[src/lcs_defs.vh]
// Constants for the link status and message port block
// How it works
// - Local error output is high when any unmasked local error condition is present.
// - Latency reporting enable output mirrors function zero device control 2 bit.
// - Training state is a 6-bit code; detect quiet 00, L0 10, etc.
// - Codes 11-1A cover standby, L1 and L2 substates.
// - Codes 20 disabled, 21-26 loopback, 27 hot reset, 28 up equalization.
// - Completion boundary bit per function; root mode bit 1 reserved; 0=64B, 1=128B.
// - Endpoint pulses one cycle per function on power allocation write; root stays idle.
// - Buffer flush/fill enable mirrors the 2-bit enable field.
// - Root mode link change event from three gated causes; idle for endpoints.
// - Two hint requester enable bits mirror bit 8 of each function's control.
// - Steering tag mode carries function zero in [2:0], one in [5:3].
// - Six virtual function enable bits and an 18-bit mode bus.
// - Message strobe high for rxMsgLen+1 cycles with parameter bytes on 8-bit bus.
// - At least one idle cycle between two received messages.
// - Receive strobe works only when the receive port attribute is set.
// - Five-bit message type is driven while the strobe is high.
// - Transmit done pulses exactly one cycle when transmission completes.
// - Transmit type 000 latency, 001 flush/fill, 010 slot power, 011 PME.
`ifndef LCS_DEFS_VH
`define LCS_DEFS_VH
`define LCS_LTSSM_W 6
`define LCS_LTSSM_DETECT_QUIET 6'h00
`define LCS_LTSSM_L0 6'h10
`define LCS_LTSSM_HOT_RESET 6'h27
`define LCS_LTSSM_RESET 6'h00
`define LCS_RCB_RESET 2'b00
`define LCS_OBFF_RESET 2'b00
`define LCS_TX_LTR 3'b000
`define LCS_TX_OBFF 3'b001
`define LCS_TX_SLOT_PWR 3'b010
`define LCS_TX_PME 3'b011
`define LCS_TX_LEN_LTR 3'h4
`define LCS_TX_LEN_OBFF 3'h1
`define LCS_TX_LEN_SLOT_PWR 3'h2
`define LCS_TX_LEN_PME 3'h2
`define LCS_SNOOP_REQ_BIT 31
`define LCS_NOSNOOP_REQ_BIT 15
`define LCS_MSG_LEN_W 3
`endif

[src/lcs_msg_store.v]
// Small memory holding received message bytes
`timescale 1ns/1ns
module lcs_msg_store #(
  parameter DEPTH_W = 3
) (
  input wire sys_clk,
  input wire wrEn,
  input wire [DEPTH_W-1:0] wrAddr,
  input wire [7:0] wrData,
  input wire [DEPTH_W-1:0] rdAddr,
  output reg [7:0] rdData
);
  reg [7:0] mem [0:(1<<DEPTH_W)-1];
  always @(posedge sys_clk) begin
    if (wrEn) begin
      mem[wrAddr] <= wrData;
    end
    rdData <= mem[rdAddr];
  end
endmodule

[src/lcs_link_status.v]
// Side-band status, receive message and transmit message ports
`timescale 1ns/1ns
`include "lcs_defs.vh"
module lcs_link_status #(
  parameter NUM_PF = 2,
  parameter NUM_VF = 6,
  parameter NUM_ERR = 16,
  parameter TX_LEN_W = 3
) (
  input wire sys_clk,
  input wire reset_n,
  // Mode and attributes
  input wire rootPortMode,
  input wire rxMessagePortAttr,
  // Local error sources and masks
  input wire [NUM_ERR-1:0] localErrStatus,
  input wire [NUM_ERR-1:0] localErrMask,
  output reg localError,
  // Mirrored configuration fields
  input wire pf0LtrMechEnable,
  output reg latencyReportEnable,
  input wire [5:0] ltssmCode,
  output reg [5:0] linkTrainingState,
  input wire [NUM_PF-1:0] pfRcbBit,
  output reg [NUM_PF-1:0] completionBoundary,
  input wire [NUM_PF-1:0] dpaCtrlWrite,
  output reg [NUM_PF-1:0] powerAllocChange,
  input wire [1:0] obffEnableField,
  output reg [1:0] bufferFlushFillEnable,
  input wire bwMgmtStatus,
  input wire bwMgmtIntEnable,
  input wire autoBwStatus,
  input wire autoBwIntEnable,
  input wire eqRequestStatus,
  input wire eqRequestIntEnable,
  output reg linkChangeEvent,
  input wire [16*NUM_PF-1:0] pfHintReqCtrl,
  output reg [NUM_PF-1:0] pfHintRequesterEnable,
  output reg [3*NUM_PF-1:0] pfSteeringTagMode,
  input wire [16*NUM_VF-1:0] vfHintReqCtrl,
  output reg [NUM_VF-1:0] vfHintRequesterEnable,
  output reg [3*NUM_VF-1:0] vfSteeringTagMode,
  // Decoded message from the link receive path
  input wire rxMsgValid,
  input wire [4:0] rxMsgKind,
  input wire [`LCS_MSG_LEN_W-1:0] rxMsgLen,
  input wire [63:0] rxMsgParams,
  output wire rxMsgReady,
  output reg msgReceived,
  output reg [7:0] msgReceivedData,
  output reg [4:0] msgReceivedType,
  // Transmit message request
  input wire msgTransmit,
  input wire [2:0] msgTransmitType,
  input wire [31:0] msgTransmitData,
  output reg msgTransmitDone,
  // Towards the link transmit path, one byte per accepted beat
  output reg txLinkValid,
  output reg [7:0] txLinkByte,
  output reg txLinkLast,
  input wire txLinkReady
);
  localparam RX_IDLE = 2'b00;
  localparam RX_SEND = 2'b01;
  localparam RX_GAP = 2'b10;
  localparam TX_IDLE = 2'b00;
  localparam TX_SEND = 2'b01;
  localparam TX_DONE = 2'b10;
  localparam TX_HOLD = 2'b11;

  // Beats on the link for each transmit type
  function [TX_LEN_W-1:0] txBeats;
    input [2:0] kind;
    begin
      case (kind)
        `LCS_TX_LTR: txBeats = `LCS_TX_LEN_LTR;
        `LCS_TX_OBFF: txBeats = `LCS_TX_LEN_OBFF;
        `LCS_TX_SLOT_PWR: txBeats = `LCS_TX_LEN_SLOT_PWR;
        `LCS_TX_PME: txBeats = `LCS_TX_LEN_PME;
        default: txBeats = {TX_LEN_W{1'b0}};
      endcase
    end
  endfunction

  // Byte n of the transmit data, keeping only the fields each type defines
  function [7:0] txByte;
    input [2:0] kind;
    input [31:0] data;
    input [1:0] idx;
    reg [31:0] clean;
    begin
      clean = 32'h0000_0000;
      case (kind)
        `LCS_TX_LTR: clean = data & 32'h9FFF_9FFF;
        `LCS_TX_OBFF: clean = data & 32'h0000_000F;
        `LCS_TX_SLOT_PWR: clean = data & 32'h0000_03FF;
        `LCS_TX_PME: clean = data & 32'h0000_03F3;
        default: clean = 32'h0000_0000;
      endcase
      txByte = clean[idx*8 +: 8];
    end
  endfunction

  // Status mirrors, registered so outputs come from flip-flops
  always @(posedge sys_clk or negedge reset_n) begin
    if (!reset_n) begin
      localError <= 1'b0;
      latencyReportEnable <= 1'b0;
      linkTrainingState <= `LCS_LTSSM_RESET;
      completionBoundary <= {NUM_PF{1'b0}};
      powerAllocChange <= {NUM_PF{1'b0}};
      bufferFlushFillEnable <= `LCS_OBFF_RESET;
      linkChangeEvent <= 1'b0;
    end else begin
      localError <= |(localErrStatus & ~localErrMask);
      latencyReportEnable <= pf0LtrMechEnable;
      linkTrainingState <= ltssmCode;
      completionBoundary <= pfRcbBit;
      if (rootPortMode) begin
        // Bit 1 is reserved for the root port
        completionBoundary[1] <= 1'b0;
      end
      // Write strobe from the config path is already one cycle wide
      powerAllocChange <= rootPortMode ? {NUM_PF{1'b0}} : dpaCtrlWrite;
      bufferFlushFillEnable <= obffEnableField;
      linkChangeEvent <= rootPortMode & ((bwMgmtStatus & bwMgmtIntEnable) |
        (autoBwStatus & autoBwIntEnable) | (eqRequestStatus & eqRequestIntEnable));
    end
  end

  genvar g;
  generate
    for (g = 0; g < NUM_PF; g = g + 1) begin : pfHint
      always @(posedge sys_clk or negedge reset_n) begin
        if (!reset_n) begin
          pfHintRequesterEnable[g] <= 1'b0;
          pfSteeringTagMode[3*g +: 3] <= 3'h0;
        end else begin
          pfHintRequesterEnable[g] <= pfHintReqCtrl[16*g + 8];
          pfSteeringTagMode[3*g +: 3] <= pfHintReqCtrl[16*g +: 3];
        end
      end
    end
    for (g = 0; g < NUM_VF; g = g + 1) begin : vfHint
      always @(posedge sys_clk or negedge reset_n) begin
        if (!reset_n) begin
          vfHintRequesterEnable[g] <= 1'b0;
          vfSteeringTagMode[3*g +: 3] <= 3'h0;
        end else begin
          vfHintRequesterEnable[g] <= vfHintReqCtrl[16*g + 8];
          vfSteeringTagMode[3*g +: 3] <= vfHintReqCtrl[16*g +: 3];
        end
      end
    end
  endgenerate

  // Receive message delivery: message bytes stored, then streamed from the store
  reg [1:0] rxState;
  reg [`LCS_MSG_LEN_W-1:0] rxCount;
  reg [`LCS_MSG_LEN_W-1:0] rxLast;
  reg [4:0] rxKind;
  reg [7:0] loadIdx;
  wire [7:0] storeData;
  wire [`LCS_MSG_LEN_W-1:0] rdPtr;

  // Taking a message only from idle guarantees the gap cycle between messages
  assign rxMsgReady = (rxState == RX_IDLE) & rxMessagePortAttr;
  // Address runs one byte ahead of delivery once streaming, so the store's register keeps up
  assign rdPtr = (loadIdx == 8'h02) ? rxCount + 1'b1 : rxCount;

  // Parameters arrive as a 64-bit word; a loader writes them one byte per cycle
  reg loadBusy;
  reg [63:0] loadWord;
  reg [`LCS_MSG_LEN_W-1:0] loadPtr;
  wire doLoad = loadBusy;

  lcs_msg_store #(
    .DEPTH_W(`LCS_MSG_LEN_W)
  ) uStore (
    .sys_clk(sys_clk),
    .wrEn(doLoad),
    .wrAddr(loadPtr),
    .wrData(loadWord[7:0]),
    .rdAddr(rdPtr),
    .rdData(storeData)
  );

  always @(posedge sys_clk or negedge reset_n) begin
    if (!reset_n) begin
      rxState <= RX_IDLE;
      rxCount <= {`LCS_MSG_LEN_W{1'b0}};
      rxLast <= {`LCS_MSG_LEN_W{1'b0}};
      rxKind <= 5'h00;
      loadBusy <= 1'b0;
      loadWord <= 64'h0000_0000_0000_0000;
      loadPtr <= {`LCS_MSG_LEN_W{1'b0}};
      loadIdx <= 8'h00;
      msgReceived <= 1'b0;
      msgReceivedData <= 8'h00;
      msgReceivedType <= 5'h00;
    end else begin
      case (rxState)
        RX_IDLE: begin
          msgReceived <= 1'b0;
          if (rxMsgValid && rxMessagePortAttr) begin
            rxKind <= rxMsgKind;
            rxLast <= rxMsgLen;
            loadWord <= rxMsgParams;
            loadPtr <= {`LCS_MSG_LEN_W{1'b0}};
            loadBusy <= 1'b1;
            loadIdx <= 8'h00;
            rxCount <= {`LCS_MSG_LEN_W{1'b0}};
            rxState <= RX_SEND;
          end
        end
        RX_SEND: begin
          // Byte k is written at one edge, read at the next and delivered at the one after
          if (loadBusy) begin
            loadWord <= {8'h00, loadWord[63:8]};
            loadPtr <= loadPtr + 1'b1;
            if (loadPtr == rxLast) begin
              loadBusy <= 1'b0;
            end
          end
          if (loadIdx != 8'h02) begin
            loadIdx <= loadIdx + 8'h01;
          end else begin
            msgReceived <= 1'b1;
            msgReceivedType <= rxKind;
            msgReceivedData <= storeData;
            rxCount <= rxCount + 1'b1;
            if (rxCount == rxLast) begin
              rxState <= RX_GAP;
            end
          end
        end
        RX_GAP: begin
          // Forced strobe-low cycle before the next message
          msgReceived <= 1'b0;
          msgReceivedType <= 5'h00;
          msgReceivedData <= 8'h00;
          rxState <= RX_IDLE;
        end
        default: begin
          rxState <= RX_IDLE;
          msgReceived <= 1'b0;
        end
      endcase
    end
  end

  // Transmit message engine
  reg [1:0] txState;
  reg [TX_LEN_W-1:0] txCount;
  reg [TX_LEN_W-1:0] txTotal;
  always @(posedge sys_clk or negedge reset_n) begin
    if (!reset_n) begin
      txState <= TX_IDLE;
      txCount <= {TX_LEN_W{1'b0}};
      txTotal <= {TX_LEN_W{1'b0}};
      txLinkValid <= 1'b0;
      txLinkByte <= 8'h00;
      txLinkLast <= 1'b0;
      msgTransmitDone <= 1'b0;
    end else begin
      msgTransmitDone <= 1'b0;
      case (txState)
        TX_IDLE: begin
          // Reserved types are never sent but still answered, so the user is not hung
          if (msgTransmit) begin
            txTotal <= txBeats(msgTransmitType);
            txCount <= {TX_LEN_W{1'b0}};
            if (txBeats(msgTransmitType) == {TX_LEN_W{1'b0}}) begin
              txState <= TX_DONE;
            end else begin
              txLinkValid <= 1'b1;
              txLinkByte <= txByte(msgTransmitType, msgTransmitData, 2'd0);
              txLinkLast <= (txBeats(msgTransmitType) == 1);
              txState <= TX_SEND;
            end
          end
        end
        TX_SEND: begin
          if (txLinkReady) begin
            if (txLinkLast) begin
              txLinkValid <= 1'b0;
              txLinkLast <= 1'b0;
              txState <= TX_DONE;
            end else begin
              txCount <= txCount + 1'b1;
              // Request inputs are held stable by the user until done
              txLinkByte <= txByte(msgTransmitType, msgTransmitData,
                txCount[1:0] + 2'd1);
              txLinkLast <= (txCount + 2'd2 == txTotal);
            end
          end
        end
        TX_DONE: begin
          msgTransmitDone <= 1'b1;
          txState <= TX_HOLD;
        end
        TX_HOLD: begin
          // Lets the user drop its request before a new one is seen
          txState <= TX_IDLE;
        end
        default: begin
          txState <= TX_IDLE;
        end
      endcase
    end
  end
endmodule

[config.mk]
export PLATFORM = sky130hd
export DESIGN_NAME = lcs_link_status
export DESIGN_NICKNAME = d
export VERILOG_FILES = /design/src/lcs_msg_store.v /design/src/lcs_link_status.v
export VERILOG_INCLUDE_DIRS = /design/src /design/src/src
export SDC_FILE = /design/constraint.sdc
export NUM_CORES = 1
export LEC_CHECK = 0
export BUFFER_PORTS_ARGS = -buffer_cell sky130_fd_sc_hd__buf_2
export CAP_MARGIN = 10
export CORE_AREA = 2 2 141 143
export DETAILED_ROUTE_END_ITERATION = 12
export DIE_AREA = 0 0 143 145
export GPL_TIMING_DRIVEN = 0
export PLACE_DENSITY = 0.83
export SLEW_MARGIN = 20
export SYNTH_ARGS = -nofsm -noshare
export SYNTH_HDL_FRONTEND = slang
export SYNTH_HIERARCHICAL = 1
export SYNTH_SLANG_ARGS = --single-unit
export TNS_END_PERCENT = 30
[constraint.sdc]
create_clock -name sys_clk -period 7 [get_ports sys_clk]
set_input_delay 0.7 -clock sys_clk [delete_from_list [all_inputs] [get_ports sys_clk]]
set_output_delay 0.7 -clock sys_clk [all_outputs]
set_load 0.01 [all_outputs]
## Word level (Yosys, flattened, before mapping)

Memories as Yosys holds them, arrays and structs flattened. A register that Yosys moved wholly into a read port is not among the register bits.
Cells that the tools add are included.

- Flip-flop bits (word level): 169
- Latch bits: 0
- RAM bits: 64
- ROM bits: 0
- Bits of input ports: 293
- Output and inout port bits: 73
- Word-level logic and storage cells: 170
- Memories kept: 1

- Add/sub/neg operators: 6
- $mul: 0
- Divide/modulo/power cells: 0
- Order comparisons: 0
- Equality and inequality tests: 24
- Shift operators: 1
- Muxes and demuxes: 65
- Bitwise operators: 9
- Reductions and logical operators: 23

Memories:

| memory | words | bits a word | read ports | clocked after Yosys merged registers in | write ports | line | text |
|---|---|---|---|---|---|---|---|
| uStore.mem | 8 | 8 | 1 | 1 | 1 | lcs_msg_store.v:13 | `reg [7:0] mem [0:(1<<DEPTH_W)-1];` |

Operators by type and width:

| operator | count |
|---|---|
| $mux 64 | 2 |
| $pmux 32 s4 | 1 |
| $pmux 64 s2 | 1 |
| $mux 32 | 3 |
| $mux 8 | 7 |
| $pmux 8 s2 | 3 |
| $mux 3 | 12 |
| $shiftx 32x6->8 | 1 |
| $ne 2x2->1 const B | 9 |
| $pmux 3 s2 | 3 |
| $mux 1 | 17 |
| $and 16x16->16 | 1 |
| $mux 2 | 8 |
| $not 16->16 | 1 |
| $reduce_or 16->1 | 1 |
| $reduce_and 3->1 | 5 |
| $pmux 5 s2 | 1 |
| $reduce_and 5->1 | 2 |
| $add 3x1->3 const B | 3 |
| $eq 3x3->1 | 3 |
| $pmux 3 s3 | 1 |
| $add 8x1->8 const B | 1 |
| $eq 8x2->1 const B | 1 |
| $ne 8x2->1 const B | 1 |
| 20 further kinds | 40 |

## Longest topological paths before layout

Gate-level depths: netlist of the first run.

- Depth in word-level cells: 13
- Mapped depth: 11
- Mapped depth without buffers: 8

## By module

The synthesis of the first run kept the hierarchy.

Modules (own cells, without submodules):

| module | instances | cells an instance | area each (um2) | seq. area each (um2) |
|---|---|---|---|---|
| lcs_link_status | 1 | 674 | 7267.0 | 4229.1 |
| lcs_msg_store | 1 | 114 | 2691.3 | 2082.0 |

## Least setup slack after synthesis of the first run

No wires, ideal clock.

- Path type: register to register
- Start point: register loadIdx[0]
- End point: register uStore.rdData[1] (read register of uStore.mem)
- Setup time: 0.121 ns
- Arrival time: 2.369 ns
- Path slack: 4.510 ns
- Stages on the path, launching flop included: 11
- Cells stage by stage: dfrtp_1 > inv_1 > ha_1 > nor4b_1 > and2_1 > buf_2 > xor2_1 > buf_6 > buf_12 > mux4_1 > mux2_2

- Cells in the longest elaborated chain, start to end: 2

RTL lines:

| element | line | text |
|---|---|---|
| start: declaration | lcs_link_status.v:162 | `reg [7:0] loadIdx;` |
| start signal: assignment | lcs_link_status.v:226 | `loadIdx <= loadIdx + 8'h01;` |
| $eq 8x2->1 | lcs_link_status.v:169 | `assign rdPtr = (loadIdx == 8'h02) ? rxCount + 1'b1 : rxCount;` |
| $mux 3 | lcs_link_status.v:169 |  |
| net rdPtr[0] | lcs_link_status.v:164 | `` wire [`LCS_MSG_LEN_W-1:0] rdPtr; `` |
| end: declaration | lcs_msg_store.v:11 | `output reg [7:0] rdData` |

The timed path passes the listed nets, and every way through them passes these cells.
A chain may end at the register's enable or synchronous reset.

## Worst setup path after layout of the first run

- Start point: register loadIdx[0]
- End point: register uStore.rdData[7] (read register of uStore.mem)

The elaborated chain is that of the path after synthesis.

==> out/results.txt, run 1 <==
outcome -> completed
category of the worst setup path capture point -> flop
wire length of the first global-routing pass -> 36.0 mm
buffer depth of the longest clock path -> 3
hold-fix buffer count after cts -> 0
number of detailed-route iterations in the first pass -> 4
number of failing hold endpoints at the final stage -> 0
commonest cells after routing, fill and taps aside -> sky130_fd_sc_hd__buf_2, sky130_fd_sc_hd__dfrtp_1, sky130_fd_sc_hd__nand2_1
post-route antenna net violation count -> 0
initial antenna violation count -> 2
total standard cell area after synthesis -> 9960 µm²
R2R setup slack -> 4.05 ns
site row count -> 51
PwrDens -> 402 nW/µm²
data arrival time at the worst-slack endpoint -> 3.36 ns
TritonCTS clock tree -> done
leading cell type in the layout, fill and taps excluded -> sky130_fd_sc_hd__buf_2
Chip Height -> 145 µm
post-synthesis net count -> 1090
endpoints failing setup -> 0
number of different library cells in the post-synthesis netlist -> 54
net count of the finished layout -> 1385
H-tree level count -> 1
post-cts sizing count -> 0
remaining max-slew budget at the tightest pin -> 36.2%
number of slew-limit violations in the final report -> 0
area inside the core boundary -> 19200 µm²
vias in the first global route -> 7270
I/O Buffers -> 265
largest net degree at the start of global routing -> 64
number of register bits inferred by synthesis -> 241
non-filler cells in the finished layout -> 1368
Mean Syn Cell Area -> 12.6 µm²
routed vias/inst -> 5.12
Total GRT Usage -> 21.9%
worst-margin pin slew -> 0.954 ns
effective utilization at floorplan -> 51.8%
placed cells -> 1320
leftover overflow at the end of global routing -> 0
worst setup path endpoint -> uStore/rdData[7]
later-pin clock latency in the skew report -> 0.53 ns
RSZ-0062 raised after global routing -> no
summed negative setup slack over all endpoints -> 0 ns
DRC violation count after routing -> 0
Post-synth EDFFs -> 64
post-placement setup slack -> 4.07 ns
gp weighted congestion -> 0.807
FFs w/ async S/R, synth -> 70.1%
fraction of layout cells with a size suffix above 1 -> 32.4%
reg-to-reg startpoint -> loadIdx[0]
clock tree skew after final layout -> 0.0183 ns
Reg2Reg Capture Point -> uStore/rdData[7]
count of cells along the worst register-to-register path -> 11
path type of the worst setup path -> reg2reg
cts bufs inserted -> 26
worst setup margin -> 4.05 ns
Total Wirelength -> 22.4 mm
post-layout utilization of the core -> 65.2%
DR vias -> 7000
fraction of the cycle the final worst path needs -> 42.1%
max_cap viols -> 0
number of I/O pins -> 366
initial drt markers -> 331
worst supply voltage drop on vdd -> 0.254 mV
beginning of the critical path -> loadIdx[0]
area growth from synthesis to layout -> 25.8%
horizontal die dimension -> 143 µm
Warnings, synthesis -> 6
clock slew at the register clock pins of the worst setup and hold paths -> 0.06 ns
wire per inst -> 16.4 µm
floorplan die area -> 20700 µm²
clock period minus final worst setup slack -> 2.95 ns
Mapped Cells -> 788
crit path max fanout -> 10
total setup buffers inserted after CTS -> 0
detailed placer's ending HPWL -> 16.7 mm
sum of internal, switching and leakage power -> 0.00504 W
achievable frequency -> 0.339 GHz
clk root buf -> sky130_fd_sc_hd__clkbuf_16
required time at the endpoint of the critical path -> 7.41 ns
Clock Sinks -> 241
reported leakage power -> 6.02 nW
sequential area share after synthesis -> 63.4%
class of the most critical hold timing path -> in2async
ys flop type -> sky130_fd_sc_hd__dfrtp_1
kind of start point of the critical path -> flop
synth_stat cells (10+ instances only):
master	instances	area share, %
sky130_fd_sc_hd__dfrtp_1	169	42
sky130_fd_sc_hd__nand2_1	112	4.2
sky130_fd_sc_hd__o21ai_0	71	3.6
sky130_fd_sc_hd__mux2i_1	66	6.6
sky130_fd_sc_hd__edfxtp_1	64	19
sky130_fd_sc_hd__inv_1	38	1.4
sky130_fd_sc_hd__nand3_1	27	1.4
sky130_fd_sc_hd__nor2_1	26	0.98
sky130_fd_sc_hd__nor2b_1	17	1.1
sky130_fd_sc_hd__mux2_2	16	1.8
sky130_fd_sc_hd__buf_2	15	0.75
sky130_fd_sc_hd__clkbuf_1	15	0.57
sky130_fd_sc_hd__mux4_1	15	4.0
sky130_fd_sc_hd__a21oi_1	12	0.60
sky130_fd_sc_hd__nand2b_1	10	0.63
sky130_fd_sc_hd__xnor2_1	10	0.88
worst min-delay path by stage:
stage,slack [ns],to
6_report,0.05,bufferFlushFillEnable[1]
5_1_grt,0.06,bufferFlushFillEnable[1]
4_1_cts,0.05,bufferFlushFillEnable[1]
3_5_place_dp,0.44,msgReceivedData[4]
3_3_place_gp,0.43,msgReceivedData[0]
2_1_floorplan,0.40,bufferFlushFillEnable[0]
critical path, stage by stage (launching register included):
cell                       delay, ns
sky130_fd_sc_hd__dfrtp_1        0.42
sky130_fd_sc_hd__inv_1          0.08
sky130_fd_sc_hd__ha_1           0.14
sky130_fd_sc_hd__nor4b_1        0.33
sky130_fd_sc_hd__and2_1         0.18
sky130_fd_sc_hd__buf_2          0.19
sky130_fd_sc_hd__nand2_1        0.09
sky130_fd_sc_hd__xnor2_1        0.14
sky130_fd_sc_hd__clkbuf_1       0.30
sky130_fd_sc_hd__buf_2          0.32
sky130_fd_sc_hd__mux4_1         0.34
sky130_fd_sc_hd__mux2_2         0.30
report_power, final:
group          internal [W]  total, W  switching (W)
Combinational      0.000731   0.00159       0.000856
Sequential          0.00188   0.00213       0.000256
Clock              0.000779   0.00132       0.000539
logic make-up (layout without fill, tap and decap cells):
group	count (synthesis)	after routing	share of synthesized area (%)
DFF	241	241	63.4
and+or+nand+nor	220	220	10.1
AOI/OAI and AO/OA	124	124	7.51
muxes	98	98	12.6
buffers and inverters	79	393	3.74
xor gates and xnor gates	17	17	1.50
adders and majority gates	9	9	1.13
other	0	1	0
layer usage:
layer	vias to the layer above	global-route usage (%)	wire length, µm
li1	3364	-	-
met1	3360	26.2	8710
met2	244	39.1	11700
met3	28	5.45	1580
met4	4	5.64	395
met5	-	0	27
cell type report:
cell class                      instances  area [µm²]
Antenna cell                            1        2.50
Buffer                                 41         230
Clock buffer                           32         693
Clock inverter                         15         141
Fill cell                            1480        6680
Inverter                               38         143
Multi-Input combinational cell        468        3280
Sequential cell                       241        6310
Tap cell                              265         332
Timing Repair Buffer                  267        1390
flip-flops by register name (all words and copies together), names as in the netlist, 5 cells and up:
register	flops
msgReceivedData	8
uStore/mem	64
linkTrainingState	6
vfSteeringTagMode	18
loadIdx	8
uStore/rdData	8
rxKind	5
txLinkByte	8
loadWord	64
msgReceivedType	5
vfHintRequesterEnable	6
pfSteeringTagMode	6
through the flow:
stage / hold slack (ns) / cell area, µm²
6_report: 0.0452 / 12500
2_1_floorplan: 0.404 / 9960
5_1_grt: 0.0633 / 12500
4_1_cts: 0.0485 / 12500
3_3_place_gp: 0.429 / 11600
3_5_place_dp: 0.438 / 11700
No activity file was read; power rests on OpenSTA's default activity.
==> inputs of run 2 (changes only) <==
--- a/config.mk
+++ b/config.mk
@@ -8,11 +8,10 @@
 export LEC_CHECK = 0
 export BUFFER_PORTS_ARGS = -buffer_cell sky130_fd_sc_hd__buf_2
 export CAP_MARGIN = 10
-export CORE_AREA = 2 2 141 143
+export CORE_UTILIZATION = 45
 export DETAILED_ROUTE_END_ITERATION = 12
-export DIE_AREA = 0 0 143 145
 export GPL_TIMING_DRIVEN = 0
-export PLACE_DENSITY = 0.83
+export PLACE_DENSITY = 0.77
 export SLEW_MARGIN = 20
 export SYNTH_ARGS = -nofsm -noshare
 export SYNTH_HDL_FRONTEND = slang
==> constraint.sdc (replaced) <==
create_clock -name sys_clk -period 2.4 [get_ports sys_clk]
set_input_delay 0.24 -clock sys_clk [delete_from_list [all_inputs] [get_ports sys_clk]]
set_output_delay 0.24 -clock sys_clk [all_outputs]
set_load 0.01 [all_outputs]
==> run 2 against run 1 <==
  * The run now ends with setup timing left
  * Final area grew 6.4%
  * Clock skew shrank 0.0067 ns
  * Die area rose by 9.6%
  * Clock power rose to 3.0 times the previous value
  * Non-clock buffer count increased by 78
  * Critical path type unchanged
  * Core utilization shrank 4.0 points
  * Sequential share of layout area is 3.0 points lower
  * Flip-flop and latch count unchanged
  * Global-route usage decreased by 1.4 points
  * Clock-buffer cell count rose by 7
  * Wire length up 5.3%
  * Register-to-register slack got worse by 4.1 ns
==> out/results.txt, run 2 (synthesis gave the netlist of run 1 again) <==
horizontal die dimension -> 151 µm
wire length of the first global-routing pass -> 36.4 mm
final design area excluding fillers -> 13300 µm²
clock period minus final worst setup slack -> 2.42 ns
endpoints failing setup -> 7
antenna diode instance count -> 0
fraction of the cycle the final worst path needs -> 101%
detailed placer's ending HPWL -> 15.9 mm
H-tree level count -> 1
Clock Sinks -> 241
worst setup margin -> -0.0249 ns
clock slew at the register clock pins of the worst setup and hold paths -> 0.06 ns
outcome -> finished, violations left
max_cap viols -> 0
clock tree skew after final layout -> 0.0116 ns
number of detailed-route iterations in the first pass -> 5
final-layout fill cell count -> 1709
wire per inst -> 16.1 µm
Total GRT Usage -> 20.5%
remaining max-slew budget at the tightest pin -> 27.0%
DRC violation count after routing -> 0
fraction of layout cells with a size suffix above 1 -> 32.3%
path type of the worst setup path -> reg2reg
leftover overflow at the end of global routing -> 0
clk root buf -> sky130_fd_sc_hd__clkbuf_16
leading cell type in the layout, fill and taps excluded -> sky130_fd_sc_hd__buf_2
achievable frequency -> 0.412 GHz
PwrDens -> 1140 nW/µm²
reported leakage power -> 6.33 nW
Chip Height -> 151 µm
I/O Buffers -> 265
RSZ-0062 raised after global routing -> yes
DR vias -> 7375
routed vias/inst -> 5.05
initial antenna violation count -> 1
post-layout utilization of the core -> 61.3%
number of slew-limit violations in the final report -> 0
summed negative setup slack over all endpoints -> -0.0769 ns
worst-margin pin slew -> 1.09 ns
commonest cells after routing, fill and taps aside -> sky130_fd_sc_hd__buf_2, sky130_fd_sc_hd__dfrtp_1, sky130_fd_sc_hd__nand2_1
Placement Cell Area -> 11700 µm²
floorplan die area -> 22700 µm²
crit path max fanout -> 6
required time at the endpoint of the critical path -> 2.81 ns
area growth from synthesis to layout -> 33.8%
initial drt markers -> 342
Total Wirelength -> 23.6 mm
TritonCTS clock tree -> done
site row count -> 54
area of the multi-input gates -> 3250 µm²
data arrival time at the worst-slack endpoint -> 2.83 ns
later-pin clock latency in the skew report -> 0.52 ns
vias in the first global route -> 7368
effective utilization at floorplan -> 45.8%
register cell area after layout -> 6310 µm²
net count of the finished layout -> 1463
class of the most critical hold timing path -> in2reg
buffer depth of the longest clock path -> 3
number of I/O pins -> 366
worst supply voltage drop on vdd -> 0.564 mV
category of the worst setup path capture point -> flop
area inside the core boundary -> 21800 µm²
post-route antenna net violation count -> 0
gp weighted congestion -> 0.823
violations in the final reports -> setup timing
cts bufs inserted -> 26
largest net degree at the start of global routing -> 90
non-filler cells in the finished layout -> 1461
kind of start point of the critical path -> flop
number of failing hold endpoints at the final stage -> 0
sum of internal, switching and leakage power -> 0.0152 W
biggest regs -> loadWord: 64 flops, uStore/mem: 64 flops, vfSteeringTagMode: 18 flops
placed cells -> 1334
==> run 2: cell count changes in the layout (fill, tap and decap cells not counted), moves of 4 or more <==
cell and delta:
sky130_fd_sc_hd__clkbuf_8 +4, sky130_fd_sc_hd__buf_4 +6, sky130_fd_sc_hd__mux4_1 -15, sky130_fd_sc_hd__mux4_2 +15, sky130_fd_sc_hd__dlygate4sd3_1 +72
==> run 2: final timing paths <==
kind,end,slack [ns],cells past startpoint,startpoint
worst max-delay path,uStore/rdData[3],-0.02,10,loadIdx[0]
worst min-delay path,loadWord[39],0.02,3,rxMsgParams[39]
min in group asynchronous,txLinkByte[7],0.33,2,reset_n
worst min register to register,msgReceivedData[0],0.44,2,uStore/rdData[0]
max in group asynchronous,loadWord[15],1.22,3,reset_n
worst max register to register,uStore/rdData[3],-0.02,10,loadIdx[0]
==> run 2: metrics by stage <==
step	worst slack, ns	hold slack, ns
finish	-0.0249	0.0156
global route	-0.129	0.00480
CTS	-0.0294	0.000274
detailed placement	-0.319	0.267
global placement	-1.54	0.348
floorplan	0.00832	-0.0556
==> run 2: area by class of cell <==
type	count	share of cell area, %
sequential	241	47.4
multi-input combinational	468	24.4
timing repair buffer	346	16.3
clock buffer	39	5.86
tap	280	2.63
buffer	40	1.82
inverter	38	1.07
clock inverter	9	0.554
==> run 2: where the power goes <==
group / switching [W] / total, W / internal [W]
clock network: 0.00157 / 0.00392 / 0.00235
logic: 0.00258 / 0.00501 / 0.00242
registers: 0.000753 / 0.00623 / 0.00548
total: 0.00491 / 0.0152 / 0.0102
==> run 2: repair_timing <==
action                                  4_1_cts  5_1_grt
gates cloned                                  1        0
hold buffers                                 72        0
endpoints found under the setup margin        8        8
buffers inserted                              7        0
endpoints found under the hold margin       148        0
gates resized for setup                      22        2
==> run 2: critical path: stages (launching register included) <==
cell and delay [ns]:
sky130_fd_sc_hd__dfrtp_1 0.38, sky130_fd_sc_hd__inv_1 0.06, sky130_fd_sc_hd__ha_1 0.14, sky130_fd_sc_hd__nor4b_4 0.20, sky130_fd_sc_hd__and2_1 0.18, sky130_fd_sc_hd__buf_6 0.12
sky130_fd_sc_hd__xor2_2 0.16, sky130_fd_sc_hd__buf_6 0.16, sky130_fd_sc_hd__buf_12 0.13, sky130_fd_sc_hd__mux4_2 0.52, sky130_fd_sc_hd__mux2_4 0.28
==> run 2: routing by layer <==
metal / global-route usage (%) / wire length, µm
met3: 3.45 / 1240
met5: 0 / 11
met2: 36.2 / 12100
met4: 5.35 / 471
met1: 25.9 / 9760
==> inputs of run 3 (changes only) <==
--- a/config.mk
+++ b/config.mk
@@ -7,11 +7,14 @@
 export NUM_CORES = 1
 export LEC_CHECK = 0
 export BUFFER_PORTS_ARGS = -buffer_cell sky130_fd_sc_hd__buf_2
-export CAP_MARGIN = 10
-export CORE_UTILIZATION = 45
+export CAP_MARGIN = 20
+export CELL_PAD_IN_SITES_DETAIL_PLACEMENT = 0
+export CELL_PAD_IN_SITES_GLOBAL_PLACEMENT = 2
+export CORE_MARGIN = 1.5
+export CORE_UTILIZATION = 28
 export DETAILED_ROUTE_END_ITERATION = 12
 export GPL_TIMING_DRIVEN = 0
-export PLACE_DENSITY = 0.77
+export PLACE_DENSITY = 0.76
 export SLEW_MARGIN = 20
 export SYNTH_ARGS = -nofsm -noshare
 export SYNTH_HDL_FRONTEND = slang
==> run 3 against run 2 <==
  * The flow still finishes with violations (setup timing)
  * Wire length up 11%
  * Register-to-register slack better by 0.02 ns
  * Hold slack better by 0.0040 ns
  * Sequential share of layout area down 1.9 points
  * Final cell count up 14%
  * Maximum frequency up 0.77%
  * Worst setup slack better by 0.019 ns
  * Non-clock buffer count up 26
  * Critical path depth unchanged
  * Power up 2.8%
==> out/results.txt, run 3 (synthesis gave the netlist of run 1 again) <==
outcome -> finished, violations left
violations in the final reports -> setup timing
DRC violation count after routing -> 0
sum of internal, switching and leakage power -> 0.0156 W
wire per inst -> 15.8 µm
buffer depth of the longest clock path -> 3
leftover overflow at the end of global routing -> 0
initial antenna violation count -> 1
max_cap viols -> 0
reported leakage power -> 6.47 nW
number of failing hold endpoints at the final stage -> 0
Total GRT Usage -> 14.2%
area inside the core boundary -> 34800 µm²
PwrDens -> 1120 nW/µm²
routed vias/inst -> 4.44
data arrival time at the worst-slack endpoint -> 2.84 ns
effective utilization at floorplan -> 28.6%
Total Wirelength -> 26.3 mm
endpoints failing setup -> 4
area growth from synthesis to layout -> 39.4%
fraction of the cycle the final worst path needs -> 100%
fraction of layout cells with a size suffix above 1 -> 31.5%
Clock Sinks -> 241
required time at the endpoint of the critical path -> 2.83 ns
worst supply voltage drop on vdd -> 0.599 mV
vias in the first global route -> 7609
commonest cells after routing, fill and taps aside -> sky130_fd_sc_hd__buf_2, sky130_fd_sc_hd__dfrtp_1, sky130_fd_sc_hd__nand2_1
number of slew-limit violations in the final report -> 0
largest net degree at the start of global routing -> 94
leading cell type in the layout, fill and taps excluded -> sky130_fd_sc_hd__buf_2
horizontal die dimension -> 192 µm
remaining max-slew budget at the tightest pin -> 35.4%
worst-margin pin slew -> 0.966 ns
number of I/O pins -> 366
gp weighted congestion -> 0.768
net count of the finished layout -> 1491
category of the worst setup path capture point -> flop
site row count -> 68
I/O Buffers -> 265
summed negative setup slack over all endpoints -> -0.0130 ns
clock period minus final worst setup slack -> 2.41 ns
clock tree skew after final layout -> 0.0277 ns
biggest regs -> loadWord: 64 flops, uStore/mem: 64 flops, vfSteeringTagMode: 18 flops
kind of start point of the critical path -> flop
path type of the worst setup path -> reg2reg
DR vias -> 7379
detailed placer's ending HPWL -> 18.3 mm
number of detailed-route iterations in the first pass -> 4
clock slew at the register clock pins of the worst setup and hold paths -> 0.06 ns
initial drt markers -> 224
RSZ-0062 raised after global routing -> yes
crit path max fanout -> 6
Chip Height -> 192 µm
floorplan die area -> 36700 µm²
achievable frequency -> 0.416 GHz
wire length of the first global-routing pass -> 41.1 mm
H-tree level count -> 1
TritonCTS clock tree -> done
class of the most critical hold timing path -> in2reg
final-layout fill cell count -> 3429
later-pin clock latency in the skew report -> 0.55 ns
clk root buf -> sky130_fd_sc_hd__clkbuf_16
post-route antenna net violation count -> 0
worst setup margin -> -0.00631 ns
cts bufs inserted -> 28
-- run 3: per-stage QoR --
step	cells	setup slack (ns)	area (µm²)	util, %	hold WS, ns
3_5_place_dp	1509	-0.437	11900	34.2	0.319
3_3_place_gp	1508	-1.86	11900	34.1	0.347
4_1_cts	1660	-0.0474	13800	39.8	0.000673
5_1_grt	1663	-0.132	13900	39.9	0.00455
2_1_floorplan	788	0.00832	9970	-	-0.0556
6_report	1663	-0.00631	13900	39.9	0.0195
-- run 3: worst max-delay path, cell delays in order (launching register included) --
cell                      delay [ns]
sky130_fd_sc_hd__dfrtp_1        0.39
sky130_fd_sc_hd__inv_1          0.06
sky130_fd_sc_hd__ha_1           0.14
sky130_fd_sc_hd__nor4b_4        0.20
sky130_fd_sc_hd__and2_1         0.17
sky130_fd_sc_hd__buf_6          0.11
sky130_fd_sc_hd__xor2_2         0.14
sky130_fd_sc_hd__buf_6          0.17
sky130_fd_sc_hd__buf_12         0.13
sky130_fd_sc_hd__mux4_2         0.50
sky130_fd_sc_hd__mux2_2         0.27
-- run 3: what timing repair did --
| item | CTS | global route |
|---|---|---|
| pin swaps | 1 | 0 |
| hold endpoints to repair | 183 | 0 |
| cloned | 1 | 0 |
| buffers inserted | 5 | 2 |
| hold buffers | 98 | 0 |
| endpoints found under the setup margin | 8 | 8 |
| resized for setup | 24 | 3 |
-- run 3: area by class of cell --
type | instances | area (µm²) | area share [%]
antenna | 1 | 2.50 | 0.0180
inverter | 38 | 143 | 1.03
multi-input combinational | 468 | 3270 | 23.5
buffer | 40 | 243 | 1.75
clock buffer | 39 | 793 | 5.72
clock inverter | 9 | 123 | 0.884
sequential | 241 | 6310 | 45.5
tap | 455 | 569 | 4.10
timing repair buffer | 372 | 2430 | 17.5
-- run 3: power by group --
group,total (W),leakage [nW],internal (W),switching (W)
sequential,0.00623,2.76,0.00548,0.000750
clock,0.00425,0.441,0.00260,0.00165
combinational,0.00511,3.27,0.00246,0.00265
-- run 3: worst paths after layout --
path	cells past startpoint	start	endpoint	slack, ns
hold reg to reg	2	uStore/rdData[4]	msgReceivedData[4]	0.44
hold / removal	3	rxMsgParams[52]	loadWord[52]	0.02
min in group asynchronous	2	reset_n	loadWord[42]	0.30
setup / recovery	10	loadIdx[0]	uStore/rdData[5]	-0.006
setup reg to reg	10	loadIdx[0]	uStore/rdData[5]	-0.006
max in group asynchronous	3	reset_n	txLinkByte[0]	1.25
-- run 3: metal layers --
metal,GRT usage (%),wire length (µm),vias to the layer above
li1,-,-,3570
met4,3.52,575,0
met2,23.5,12400,224
met5,0,0,-
met1,19.0,11800,3555
met3,2.91,1510,30
